==> config.mk <==
export PLATFORM = sky130hd
export DESIGN_NAME = triple_counter_timer_block
export DESIGN_NICKNAME = d
export VERILOG_FILES = /design/src/pkg/tct_pkg.sv /design/src/rtl/triple_counter_timer_block.sv
export SDC_FILE = /design/constraint.sdc
export NUM_CORES = 1
export LEC_CHECK = 0
export ABC_AREA = 1
export BUFFER_PORTS_ARGS = -buffer_cell sky130_fd_sc_hd__buf_4
export CAP_MARGIN = 25
export CORE_UTILIZATION = 47
export CTS_CLUSTER_DIAMETER = 150
export DETAILED_ROUTE_END_ITERATION = 10
export PLACE_DENSITY = 0.67
export SLEW_MARGIN = 20
export SYNTH_ARGS = -nofsm -noshare
export SYNTH_HDL_FRONTEND = slang
export SYNTH_SLANG_ARGS = --single-unit
export TNS_END_PERCENT = 20
==> constraint.sdc <==
create_clock -name core_clk -period 2.7 [get_ports core_clk]
set_clock_uncertainty 0.1 [all_clocks]
set_input_delay 0.27 -clock core_clk [delete_from_list [all_inputs] [get_ports core_clk]]
set_output_delay 0.27 -clock core_clk [all_outputs]
set_load 0.02 [all_outputs]
==> src/pkg/tct_pkg.sv <==
package tct_pkg;

  // Register byte offsets
  localparam logic [11:0] OFS_CTRL = 12'h000;
  localparam logic [11:0] OFS_MODE0 = 12'h004;
  localparam logic [11:0] OFS_MODE1 = 12'h008;
  localparam logic [11:0] OFS_MODE2 = 12'h00C;
  localparam logic [11:0] OFS_CNT0 = 12'h010;
  localparam logic [11:0] OFS_CNT1 = 12'h014;
  localparam logic [11:0] OFS_CNT2 = 12'h018;
  localparam logic [11:0] OFS_STAT = 12'h01C;

  // Control register fields
  localparam int CTRL_PACER_SEL_BIT = 0;
  localparam int CTRL_CASCADE_BIT = 1;
  localparam logic [1:0] CTRL_RESET = 2'h0;

  // Timing: 1 MHz time base from a 40 MHz core clock
  localparam int CORE_CLK_MHZ = 40;
  localparam int TBASE_MHZ = 1;
  localparam int TBASE_DIV = CORE_CLK_MHZ / TBASE_MHZ;
  localparam logic [5:0] TBASE_LAST = 6'(TBASE_DIV - 1);

  localparam logic [15:0] CNT_RESET = 16'h0000;
  localparam logic [2:0] MODE_RESET = 3'h0;

  // Counting modes
  typedef enum logic [2:0] {
    M_TC_PULSE = 3'b000,
    M_ONE_SHOT = 3'b001,
    M_RATE_GEN = 3'b010,
    M_SQUARE = 3'b011,
    M_SW_STROBE = 3'b100,
    M_HW_STROBE = 3'b101
  } cnt_mode_t;

  // Per-counter state
  typedef struct packed {
    cnt_mode_t mode;
    logic [15:0] init;   // Last written count
    logic [15:0] cnt;    // Running count
    logic pend;          // Load pending on next counter clock
    logic arm;           // Count written, can be triggered
    logic run;           // Counting active
    logic out;           // Output level
    logic gate_d;        // Previous gate level
    logic trig;          // Latched rising gate edge
    logic sq_low;        // Square wave low half
  } ctr_t;

  // Per-counter pin group
  typedef struct packed {
    logic clk_en;
    logic gate;
  } ctr_in_t;

endpackage

==> src/rtl/triple_counter_timer_block.sv <==
`timescale 1ns/1ps
// Summary of operation
// RULE_01 - General counter always free; others pace
// RULE_02 - Reset: pacer on bus clock/2; pacer: 1 MHz
// RULE_03 - External clocks on general, cascade only; gates, outputs
// RULE_04 - Mode 0: low on mode, load, high at zero
// RULE_05 - Mode 0 output high n+1 clocks after write
// RULE_06 - Mode 0 gate halts counting; load regardless
// RULE_07 - Mode 1 retriggerable n-clock low one-shot
// RULE_08 - Mode 1 reuses count; gate, writes no effect
// RULE_09 - Mode 2 low one clock at one, reload
// RULE_10 - Mode 2 low gate stops, forces high
// RULE_11 - Mode 2 writes no effect; count one illegal
// RULE_12 - Mode 3 square wave, odd split high longer
// RULE_13 - Mode 3 low gate stops, forces high
// RULE_14 - Mode 4 load, count, low pulse at zero
// RULE_15 - Mode 5 gate edge triggers strobe sequence
// RULE_16 - Mode 5 gate, writes ignored once triggered; the code still reloads on a gate edge
// RULE_17 - Outside leaves cascade pins alone when pacing
// RULE_18 - Cascade: pacer zero decrements upper, both start
// RULE_19 - Normal pacing: pacer terminal count starts conversion
// RULE_20 - Sixteen-bit counts, zero means 65536
// RULE_21 - Mode before count; new mode stops counting
module triple_counter_timer_block
  import tct_pkg::*;
(
  input wire logic core_clk, // 40 MHz clock
  input wire logic rst_n, // Async reset, active low
  input wire logic psel, // APB select
  input wire logic penable, // APB enable
  input wire logic pwrite, // APB direction
  input wire logic [11:0] paddr, // APB byte address
  input wire logic [31:0] pwdata, // APB write data
  output logic [31:0] prdata, // APB read data
  output logic pready, // APB ready
  output logic pslverr, // APB error
  input wire logic general_counter_clock_pin, // External clock 0
  input wire logic cascade_counter_clock_pin, // External clock 1
  input wire logic general_counter_gate_pin, // Gate 0
  input wire logic cascade_counter_gate_pin, // Gate 1
  input wire logic pacer_counter_gate_pin, // Gate 2
  output logic general_counter_output_pin, // Output 0
  output logic cascade_counter_output_pin, // Output 1
  output logic pacer_counter_output_pin, // Output 2
  output logic conv_start // Conversion start pulse
);

  typedef struct packed {
    ctr_t [2:0] ctr;
    logic [1:0] ctrl;
    logic [5:0] tb_div;
    logic half_div;
    logic [4:0] sync1;
    logic [4:0] sync2;
    logic [1:0] eclk_d;
    logic conv;
    logic [31:0] rdata;
  } state_t;

  state_t st_ff;
  state_t nxt_st;

  logic wr_en;
  logic rd_en;
  logic addr_ok;
  logic tb_tick;
  logic pace_sel;
  logic [2:0] cen;
  logic [2:0] gate;
  logic [2:0] tc;

  // Loads a written value: zero means full range
  function automatic logic [15:0] load_val(input logic [15:0] v);
    return v; // Zero wraps to 65535 on the first decrement, giving 65536 counts [RULE_20]
  endfunction

  // Advances one counter on its clock enable
  function automatic ctr_t step(input ctr_t c, input logic ce, input logic g,
                                output logic tcp);
    ctr_t n;
    logic [15:0] dec;
    n = c;
    tcp = 1'b0;
    dec = c.cnt - 16'h0001;
    if (g && !c.gate_d) begin
      n.trig = 1'b1;
    end
    if (ce) begin
      n.gate_d = g;
      case (c.mode)
        M_TC_PULSE, M_SW_STROBE: begin
          if (c.pend) begin
            n.cnt = load_val(c.init); // Load on next clock [RULE_04] [RULE_06] [RULE_14]
            n.pend = 1'b0;
            n.run = 1'b1;
          end else if (c.run && g) begin // Gate halts counting [RULE_06]
            n.cnt = dec;
            if (dec == 16'h0000) begin
              tcp = 1'b1;
              n.run = 1'b0;
              if (c.mode == M_TC_PULSE) begin
                n.out = 1'b1; // High at zero, n+1 clocks [RULE_04] [RULE_05]
              end else begin
                n.out = 1'b0; // One-clock strobe [RULE_14]
              end
            end
          end
          if (c.mode == M_SW_STROBE && !c.out) begin
            n.out = 1'b1;
          end
        end
        M_ONE_SHOT, M_HW_STROBE: begin
          if (!c.out && c.mode == M_HW_STROBE) begin
            n.out = 1'b1;
          end
          if ((c.trig || (g && !c.gate_d)) && c.arm) begin
            n.cnt = load_val(c.init); // Retrigger reloads, count reused [RULE_07] [RULE_08]
            n.trig = 1'b0;
            n.run = 1'b1;
            if (c.mode == M_ONE_SHOT) begin
              n.out = 1'b0; // Low on clock after trigger [RULE_07]
            end
          end else if (c.run) begin // Counts down unless a gate edge retriggers first [RULE_08] [RULE_16]
            n.cnt = dec;
            if (dec == 16'h0000) begin
              tcp = 1'b1;
              n.run = 1'b0;
              n.out = (c.mode == M_ONE_SHOT) ? 1'b1 : 1'b0; // [RULE_07] [RULE_15]
            end
          end
        end
        M_RATE_GEN, M_SQUARE: begin
          if (!g) begin
            n.out = 1'b1; // Low gate forces high [RULE_10] [RULE_13]
            n.sq_low = 1'b0;
            if (c.arm) begin
              n.run = 1'b0; // Gate restarts from initial count
            end
          end else if (c.arm && !c.run) begin
            n.cnt = load_val(c.init); // Trigger loads, counts next clock [RULE_09]
            n.run = 1'b1;
            n.out = 1'b1;
          end else if (c.run && c.mode == M_RATE_GEN) begin
            n.cnt = dec;
            n.out = 1'b1;
            if (c.cnt == 16'h0002) begin
              n.out = 1'b0; // Low one clock at one [RULE_09]
            end else if (c.cnt == 16'h0001) begin
              n.cnt = load_val(c.init); // Reload from latest count [RULE_11]
              tcp = 1'b1;
            end
          end else if (c.run) begin
            // Half-period phases: high (n+1)/2, low n/2, integer halves [RULE_12]
            n.cnt = dec;
            if (!c.sq_low && (dec == {1'b0, c.init[15:1]} ||
                (c.init == 16'h0000 && dec == 16'h8000))) begin
              n.sq_low = 1'b1;
              n.out = 1'b0;
            end
            if (dec == 16'h0000 || c.cnt == 16'h0000 && c.init == 16'h0001) begin
              n.cnt = load_val(c.init);
              n.sq_low = 1'b0;
              n.out = 1'b1;
              tcp = 1'b1;
            end
          end
        end
        default: begin
          n.run = 1'b0;
        end
      endcase
    end
    return n;
  endfunction

  assign pace_sel = st_ff.ctrl[CTRL_PACER_SEL_BIT];
  assign wr_en = psel && penable && pwrite;
  assign rd_en = psel && !penable && !pwrite;
  assign tb_tick = (st_ff.tb_div == TBASE_LAST);
  assign addr_ok = (paddr <= OFS_STAT) && (paddr[1:0] == 2'b00);
  assign pready = 1'b1;
  assign pslverr = psel && penable && !addr_ok;
  assign prdata = st_ff.rdata;

  // Synchronised edges and gate levels
  always_comb begin
    // Only general and cascade take pin clocks [RULE_03]
    cen[0] = st_ff.sync2[0] && !st_ff.eclk_d[0];
    // Cascade: 1 MHz when pacing, chained to pacer [RULE_02] [RULE_18]
    if (pace_sel && st_ff.ctrl[CTRL_CASCADE_BIT]) begin
      cen[1] = tb_tick && tc[2];
    end else if (pace_sel) begin
      cen[1] = tb_tick;
    end else begin
      cen[1] = st_ff.sync2[1] && !st_ff.eclk_d[1];
    end
    // Pacer: bus clock/2 after reset, 1 MHz when pacing [RULE_02]
    cen[2] = pace_sel ? tb_tick : st_ff.half_div;
    gate[0] = st_ff.sync2[2]; // General counter stays free [RULE_01]
    // Pacing ignores cascade and pacer gates [RULE_01] [RULE_17]
    gate[1] = pace_sel ? 1'b1 : st_ff.sync2[3];
    gate[2] = pace_sel ? 1'b1 : st_ff.sync2[4];
  end

  // Next state
  always_comb begin
    nxt_st = st_ff;
    tc = 3'b000;
    nxt_st.sync1 = {pacer_counter_gate_pin, cascade_counter_gate_pin,
                    general_counter_gate_pin, cascade_counter_clock_pin,
                    general_counter_clock_pin};
    nxt_st.sync2 = st_ff.sync1;
    nxt_st.eclk_d = st_ff.sync2[1:0];
    nxt_st.half_div = !st_ff.half_div;
    nxt_st.tb_div = tb_tick ? 6'h00 : st_ff.tb_div + 6'h01;
    // Pacer steps first so cascade sees its terminal count
    nxt_st.ctr[2] = step(st_ff.ctr[2], cen[2], gate[2], tc[2]);
    nxt_st.ctr[1] = step(st_ff.ctr[1], cen[1], gate[1], tc[1]);
    nxt_st.ctr[0] = step(st_ff.ctr[0], cen[0], gate[0], tc[0]);
    // Conversion start on pacer, or both in cascade [RULE_18] [RULE_19]
    if (st_ff.ctrl[CTRL_CASCADE_BIT]) begin
      nxt_st.conv = pace_sel && tc[2] && tc[1];
    end else begin
      nxt_st.conv = pace_sel && tc[2];
    end
    // Register writes
    if (wr_en && addr_ok) begin
      case (paddr)
        OFS_CTRL: nxt_st.ctrl = pwdata[1:0];
        OFS_MODE0, OFS_MODE1, OFS_MODE2: begin
          for (int i = 0; i < 3; i++) begin
            if (paddr == OFS_MODE0 + 12'(4 * i)) begin
              nxt_st.ctr[i].mode = cnt_mode_t'(pwdata[2:0]);
              // New mode halts counting and disarms [RULE_21]
              nxt_st.ctr[i].run = 1'b0;
              nxt_st.ctr[i].arm = 1'b0;
              nxt_st.ctr[i].pend = 1'b0;
              nxt_st.ctr[i].trig = 1'b0;
              nxt_st.ctr[i].sq_low = 1'b0;
              nxt_st.ctr[i].out = (pwdata[2:0] == M_TC_PULSE); // Low in mode 0 [RULE_04]
              nxt_st.ctr[i].out = !nxt_st.ctr[i].out;
            end
          end
        end
        OFS_CNT0, OFS_CNT1, OFS_CNT2: begin
          for (int i = 0; i < 3; i++) begin
            if (paddr == OFS_CNT0 + 12'(4 * i)) begin
              nxt_st.ctr[i].init = pwdata[15:0]; // Sixteen-bit count [RULE_20]
              nxt_st.ctr[i].arm = 1'b1;
              // Only modes 0 and 4 restart on write [RULE_08] [RULE_11] [RULE_16]
              if (st_ff.ctr[i].mode == M_TC_PULSE || st_ff.ctr[i].mode == M_SW_STROBE) begin
                nxt_st.ctr[i].pend = 1'b1;
                nxt_st.ctr[i].run = 1'b0;
                if (st_ff.ctr[i].mode == M_TC_PULSE) begin
                  nxt_st.ctr[i].out = 1'b0;
                end
              end
            end
          end
        end
        default: ;
      endcase
    end
    // Read data captured in setup phase, held until the next read setup
    if (rd_en) begin
      case (paddr)
        OFS_CTRL: nxt_st.rdata = {30'h0, st_ff.ctrl};
        OFS_MODE0: nxt_st.rdata = {29'h0, st_ff.ctr[0].mode};
        OFS_MODE1: nxt_st.rdata = {29'h0, st_ff.ctr[1].mode};
        OFS_MODE2: nxt_st.rdata = {29'h0, st_ff.ctr[2].mode};
        OFS_CNT0: nxt_st.rdata = {16'h0, st_ff.ctr[0].cnt};
        OFS_CNT1: nxt_st.rdata = {16'h0, st_ff.ctr[1].cnt};
        OFS_CNT2: nxt_st.rdata = {16'h0, st_ff.ctr[2].cnt};
        OFS_STAT: nxt_st.rdata = {26'h0, st_ff.ctr[2].run, st_ff.ctr[1].run,
                                  st_ff.ctr[0].run, st_ff.ctr[2].out,
                                  st_ff.ctr[1].out, st_ff.ctr[0].out};
        default: nxt_st.rdata = 32'h0000_0000;
      endcase
    end
  end

  // State register
  always_ff @(posedge core_clk or negedge rst_n) begin
    if (!rst_n) begin
      st_ff <= '0;
      for (int i = 0; i < 3; i++) begin
        st_ff.ctr[i].out <= 1'b0;
      end
    end else begin
      st_ff <= nxt_st;
    end
  end

  assign general_counter_output_pin = st_ff.ctr[0].out;
  assign cascade_counter_output_pin = st_ff.ctr[1].out;
  assign pacer_counter_output_pin = st_ff.ctr[2].out;
  assign conv_start = st_ff.conv;

endmodule // triple_counter_timer_block

==> summary.md, run 1 <==
| Metric | Value |
|---|---|
| Fmax | about 360 MHz |
| CTS Buffer Depth | 2 |
| CP Capture Point | pacer_counter_output_pin |
| Power per cell area | ~360 nW/um2 |
| Max-slew headroom | about two fifths |
| Nets | 2479 |
| Antenna viol nets, final | 0 |
| Cells after Synth | roughly 2100 |
| DRC | 0 |
| Drt first pass iters | 6 |
| Placed cells | between 2000 and 3000 |
| Post-Synthesis Cell Area | around 14000 um2 |
| Initial DRC count | between 1500 and 2000 |
| Total I/O pin count | 92 |
| Max cap viols | 0 |
| FF-to-FF Start | st_ff[145] |
| CP Launch Type | flop |
| Critical path endpoint category | flop |
| GRT Max-Usage Layer | met2 |
| Hold Slack | approximately 41 ps |
| Worst r2r dst | pacer_counter_output_pin |
| Worst EP required | 2960 ps |
| CTS tree | built |
| DR vias | 16180 |
| LEAKAGE | about 8.6 nW |
| Initial Utilization | between 40% and 50% |
| Clk pwr share | between 30 and 40% |
| Synthesized area per cell | 6.481 um2 |
| GRT Util Overall | ~38% |
| Via density | between 5 and 6 |
| Die H | ~170 um |
| Met2 Usage GRT | 60.36% |
| Max-slew violations | 0 |
| Row count | between 60 and 70 |
| Overflow after GRT | 0 |
| Status | finished, violations left |
| Fin crit share | 103.7% |
| Worst Setup SP | st_ff[145] |
| Setup_tns | -1259 ps |
| Total Wirelength | between 50000 and 60000 um |
| Worst reg-to-reg path cell count | 24 |
| Slew @ Worst Pin | slightly below 900 ps |
| Internal power | roughly 0.0044 W |
| Layout area overhead | 33.68% |
| M3 GR Usage | under 10% |
| Sequential share of power | between 40 and 50% |
| Max VDD drop | between 0.4 and 0.5 mV |
| Min Tclk post-route | 2799 ps |
| Worst path arrival time | around 3000 ps |
| Critical path peak fanout | 6 |
| Yosys cell types | 58 |
| Initial antenna violation count | 1 |
| Post-route setup slack | -99.17 ps |
| Setup Viol. Count Final | 35 |
| Die area | just under 30000 um2 |
| Sw frac | between 30% and 40% |
| Met1 Use GR | between 40 and 50% |
| Async S/R FF share, synth | 100.0% |
| Switching pwr | about 0.0022 W |
| EDFF count, synth | 0 |
| Worst Hold Class | input port to flop |
| CTS root buf | clkbuf_16 |
| Vias in the first global route | 14760 |
| Synth warnings | 0 |
| CTS Sinks | between 150 and 200 |
| Final hold violations | 0 |
| R2R Setup Slk | -100 ps |
| Core box area | about 28000 um2 |
| Layout cells sized above 1 | ~28% |
| H-tree Lvls | 4 |
| First-pass GRT wire length | about 83000 um |
| CTS clk-pin slew, worst paths | ~80 ps |
| TritonCTS Buffers | 17 |
| GPL Wtd Cong | about 1.0 |
| Most used DFF post-synth | dfrtp_1 |
| Comb pwr share | between 20% and 30% |
| Failing checks | negative setup slack |
| Sequential fraction of the synthesis area | a little under a third |
| Total power | roughly 0.0066 W |
| Clock Latency Late Sink | approximately 470 ps |
| Wirelength per Cell | around 20 um |
| Fin cells | 2808 |
| Port bufs | 58 |
| Die width | 171.5 um |
| CP Class | flop to flop |
| Largest net degree at the start of global routing | just under 60 |
| RSZ-0062 raised after global routing | yes |
| #FFs+latches synth | 164 |
| HPWL after detailed placement | just over 40000 um |
placed cells by master, fill, tap and decap left out, types with 19 or more instances in the layout:
| master | n |
|---|---|
| nand2_1 | 467 |
| buf_4 | 364 |
| inv_1 | 242 |
| o21ai_0 | 202 |
| nor2_1 | 165 |
| dfrtp_1 | 159 |
| a21oi_1 | 102 |
| nand3_1 | 86 |
| o211ai_1 | 51 |
| o21ai_1 | 47 |
| nand2_2 | 45 |
| nand4_1 | 41 |
| inv_2 | 36 |
| nor2_2 | 28 |
| nor2_4 | 25 |
| o221ai_1 | 25 |
| nor3_1 | 24 |
| o22ai_1 | 23 |
| a221oi_1 | 22 |
| nand3_2 | 20 |
| buf_6 | 19 |
repair_timing:
action | CTS | global route
endpoints found under the setup margin | 54 | 59
hold buffers | 9 | 0
setup buffers | 21 | 28
resized for setup | 85 | 156
pin swaps | 43 | 101
cloned | 1 | 0
hold endpoints to repair | 65 | 0
stage by stage:
stage | cell area, um2 | setup WS, ps | utilization [%]
final | 18060 | -99.17 | 64.46
after global routing | 18050 | -269.9 | 64.44
after CTS | 17320 | -13.74 | 61.82
after detailed placement | 16180 | -288.5 | 57.76
after global placement | 16180 | -181.3 | 57.76
after floorplan | 13560 | 65.35 | -
layer usage:
layer	share of wire (%)	vias up
met5	0	-
met2	46	843
met1	41	7570
met4	4.9	0
li1	-	7612
met3	8.5	159
worst max-delay path, stage by stage (launching register included):
cell	delay, ps
dfrtp_1	390
inv_2	90
ha_4	240
nand2_8	90
nor2_4	230
nand2_2	90
nand2_2	80
nand2_2	80
inv_1	80
buf_4	110
o21ai_0	70
inv_1	80
nand4_1	160
nand2_2	150
nand3_2	70
nand2_1	60
nand2_1	50
nand2_1	60
nand2_1	50
nand2_1	50
nand2_1	60
nand2_1	70
nand2_1	50
nand2_1	80
nand2_1	50
final cells by class:
class / instances / area, um2
clock inverter: 15 / 141.4
antenna: 2 / 5.005
fill: 2561 / 9955
inverter: 286 / 1089
multi-input combinational: 1543 / 8556
timing repair buffer: 403 / 3257
tap: 378 / 473.0
clock buffer: 17 / 425.4
sequential: 164 / 4110
Yosys cell counts (all sizes together), types with 2 or more instances:
master | number | area, um2
o22ai | 24 | 150.1
nand3b | 3 | 22.52
nor3 | 34 | 191.4
a21oi | 109 | 549.3
ha | 10 | 125.1
a31oi | 7 | 43.79
nor2 | 218 | 913.4
conb | 2 | 7.510
inv | 282 | 1061
xor2 | 21 | 183.9
o21ai | 260 | 1324
a31o | 3 | 26.28
nor4 | 14 | 123.9
nand3 | 112 | 603.1
buf | 49 | 367.8
a311oi | 5 | 43.79
o221ai | 25 | 219.0
clkbuf | 58 | 217.7
o2111ai | 6 | 52.55
o21a | 2 | 15.01
clkinv | 4 | 20.02
o211ai | 51 | 382.9
a41oi | 2 | 17.52
a22oi | 15 | 112.6
nand2 | 529 | 2048
a221oi | 22 | 192.7
and3 | 2 | 12.51
dfrtp | 164 | 4104
nand4 | 42 | 269.0
sequential cells by signal, summed over array words and instances, names as in the netlist:
signal and count:
cascade_counter_output_pin 1, pacer_counter_output_pin 1, general_counter_output_pin 1, conv_start 1, prdata 16, nxt_st 7, pace_sel 1, st_ff 135
gate 1
worst min-delay path by stage:
stage	from	endpoint	slack, ps	cells after the start
6_report	paddr[2]	st_ff[60]	40	4
5_1_grt	paddr[2]	st_ff[60]	40	4
4_1_cts	paddr[2]	st_ff[60]	30	4
3_5_place_dp	rst_n	prdata[11]	190	1
3_3_place_gp	rst_n	st_ff[76]	190	1
2_1_floorplan	rst_n	cascade_counter_output_pin	-130	0
cells by family after synthesis:
family / count (synthesis) / share of synthesized area (%)
buffers and inverters: 393 / 12.34
DFF: 164 / 30.38
and+or+nand+nor: 955 / 31.12
other: 2 / 0.05560
AOI/OAI and AO/OA: 537 / 23.58
xor gates and xnor gates: 23 / 1.593
adders and majority gates: 10 / 0.9264
power groups by stage:
stage | Sequential [W] | Clock, W | Combinational (W)
floorplan | 0.00265 | 0 | 0.000601
global placement | 0.00266 | 0 | 0.00119
detailed placement | 0.00266 | 0 | 0.00120
CTS | 0.00262 | 0.00246 | 0.00129
global route | 0.00264 | 0.00255 | 0.00161
finish | 0.00264 | 0.00244 | 0.00149
No activity file was read; power rests on OpenSTA's default activity.
==> run 2, diff against run 1 <==
--- a/config.mk
+++ b/config.mk
@@ -14,2 +14,3 @@
 export PLACE_DENSITY = 0.67
+export SETUP_SLACK_MARGIN = 0.1
 export SLEW_MARGIN = 20
==> constraint.sdc (replaced) <==
create_clock -name core_clk -period 2.7 [get_ports core_clk]
set_clock_uncertainty 0.1 [all_clocks]
set_input_delay 0.54 -clock core_clk [delete_from_list [all_inputs] [get_ports core_clk]]
set_output_delay 0.54 -clock core_clk [all_outputs]
set_load 0.02 [all_outputs]
==> run 2 against run 1 <==
  * The flow still finishes with violations (negative setup slack)
  * Sequential cell count stayed put
  * Register-to-register slack worse by 30 ps
  * Global-route usage is 0.20 points higher
  * Fmax is 0.94% lower
  * Largest cell class unchanged
  * Largest power group unchanged
==> summary.md, run 2 (same netlist as run 1, synthesis figures left out) <==
| Metric | Value |
|---|---|
| CP max stage delay | approximately 390 ps |
| Worst EP required | slightly below 3000 ps |
| Min Tclk post-route | around 2800 ps |
| Layout area overhead | 31.33% |
| FF-to-FF Start | st_ff[145] |
| Worst r2r dst | st_ff[117] |
| WHS Endpoint | nxt_st[37] |
| CTS clk-pin slew, worst paths | 80 ps |
| Worst reg-to-reg path cell count | 18 |
| HP Start | general_counter_gate_pin |
| First-pass GRT wire length | between 80000 and 90000 um |
| Critical path peak fanout | 6 |
| Core box area | approximately 28000 um2 |
| RSZ-0062 raised after global routing | yes |
| Max VDD drop | roughly 0.45 mV |
| Max cap viols | 0 |
| CTS Sinks | about 160 |
| Worst path arrival time | between 3000 and 4000 ps |
| DRC | 0 |
| CP Launch Type | flop |
| Status | finished, violations left |
| Drt first pass iters | 8 |
| Row count | between 60 and 70 |
| Port bufs | 58 |
| Max-slew violations | 0 |
| DR vias | around 16000 |
| GRT Util Overall | a little under two fifths |
| Initial antenna violation count | 2 |
| Kind of cell adding the most delay to the critical path | simple AND/OR/NAND/NOR gates |
| Worst Hold Class | input port to flop |
| Layout cells sized above 1 | about a quarter |
| Buf+Inv Stages, Crit Path | 2 |
| Fmax | ~350 MHz |
| CTS tree | built |
| Failing checks | negative setup slack |
| Crit path cell chain | inv_2 > ha_4 > nand2_8 > nor2_4 > nand3_1 > nand2_2 > nand2_1 > nor2_2 > nand2_2 > nand3_2 > nand3_2 > nand2_4 > nand3_4 > nand2_4 > nand3_4 > clkinv_8 > nand4_1 > o21a_1 |
| Total power | between 0.006 and 0.007 W |
| Fin crit share | 104.7% |
| Largest register by flop count | st_ff |
| Die width | ~170 um |
| GPL Wtd Cong | roughly 1 |
| Final hold violations | 0 |
| Initial DRC count | 1854 |
| Most common cell after layout, fill and taps aside | nand2_1 |
| Critical path endpoint category | flop |
| Setup_tns | -1819 ps |
| HPWL after detailed placement | slightly above 40000 um |
| Nets | approximately 2500 |
| Total Wirelength | approximately 55000 um |
| Max reg flops | between 100 and 150 |
| Initial Utilization | 48.22% |
| Via density | roughly 5.8 |
| R2R Setup Slk | -130 ps |
| CTS root buf | clkbuf_16 |
| Post-route setup slack | -125.6 ps |
| Clock Latency Late Sink | 460 ps |
| Total I/O pin count | 92 |
| CTS Buffer Depth | 2 |
| Overflow after GRT | 0 |
| Die area | between 20000 and 30000 um2 |
| Max-slew headroom | between 40% and 50% |
| CP Class | flop to flop |
| Slew @ Worst Pin | about 870 ps |
| Worst slack at placement | -279.7 ps |
| Crit-path slowest cell | dfrtp_1 |
| Vias in the first global route | around 15000 |
| Wirelength per Cell | between 15 and 20 um |
| Antenna viol nets, final | 0 |
| LEAKAGE | between 8 and 9 nW |
| Die H | around 170 um |
| Commonest cells after routing, fill and taps aside | nand2_1 (466), buf_4 (355), inv_1 (242) |
| TritonCTS Buffers | 17 |
| H-tree Lvls | 4 |
| Setup Viol. Count Final | 26 |
| Fill cells | 2636 |
| Hold Slack | approximately 91 ps |
| Worst Hold Depth | 1 |
| Power per cell area | 369.0 nW/um2 |
| Largest net degree at the start of global routing | 55 |
-- run 2: cell types whose count changed in the layout (fill, tap and decap cells not counted), moves of 4 or more --
cell / previous run / this run
buf_4: 364 / 355
dlygate4sd3_1: 9 / 1
nand2_2: 45 / 53
nand2_4: 16 / 9
nand3_1: 86 / 94
nand3_2: 20 / 13
nor2_2: 28 / 33
nor2_4: 25 / 18
nor3_2: 9 / 4
xor2_1: 13 / 17
xor2_2: 8 / 3
-- run 2: metrics by stage --
stage	util, %	cells	instance area [um2]
floorplan	-	2099	13570
global placement	57.95	2724	16230
detailed placement	57.95	2724	16230
CTS	61.50	2769	17230
global route	63.31	2788	17730
finish	63.33	2790	17740
-- run 2: layer usage --
metal  GRT usage [%]  share of wire, %
met1           49.51                41
met2           60.59                46
met3           6.420               8.8
met4           17.16               4.6
met5               0                 0
-- run 2: repair_timing --
action | CTS | global route
endpoints found under the setup margin | 58 | 61
endpoints found under the hold margin | 51 | 0
pin swaps | 41 | 66
hold buffers | 1 | 0
setup buffers | 10 | 19
gates cloned | 2 | 0
resized for setup | 94 | 111
-- run 2: final cells by class --
cell class                 count  area (um2)  area share, %
multi-input combinational   1542        8387          47.28
sequential                   164        4109          23.16
timing repair buffer         384        3069          17.30
inverter                     286        1094          6.165
tap                          378       473.0          2.666
clock buffer                  17       425.4          2.398
clock inverter                15       158.9         0.8958
timing repair inverter         2       17.52        0.09875
antenna                        2       5.005        0.02821
-- run 2: worst max-delay path by stage --
stage / start / end / slack (ps) / depth (start not counted)
after floorplan: st_ff[61] / st_ff[71] / 100 / 15
final: st_ff[145] / st_ff[117] / -130 / 18
after global placement: st_ff[103] / cascade_counter_output_pin / -270 / 22
after detailed placement: st_ff[103] / cascade_counter_output_pin / -280 / 22
after global routing: st_ff[103] / st_ff[107] / -270 / 21
after CTS: st_ff[146] / st_ff[117] / -70 / 18
-- run 2: report_power, final --
part	total [W]	switching [W]	internal, W
Clock	0.00251	0.00127	0.00124
Combinational	0.00141	0.000839	0.000575
Sequential	0.00262	0.0000923	0.00253
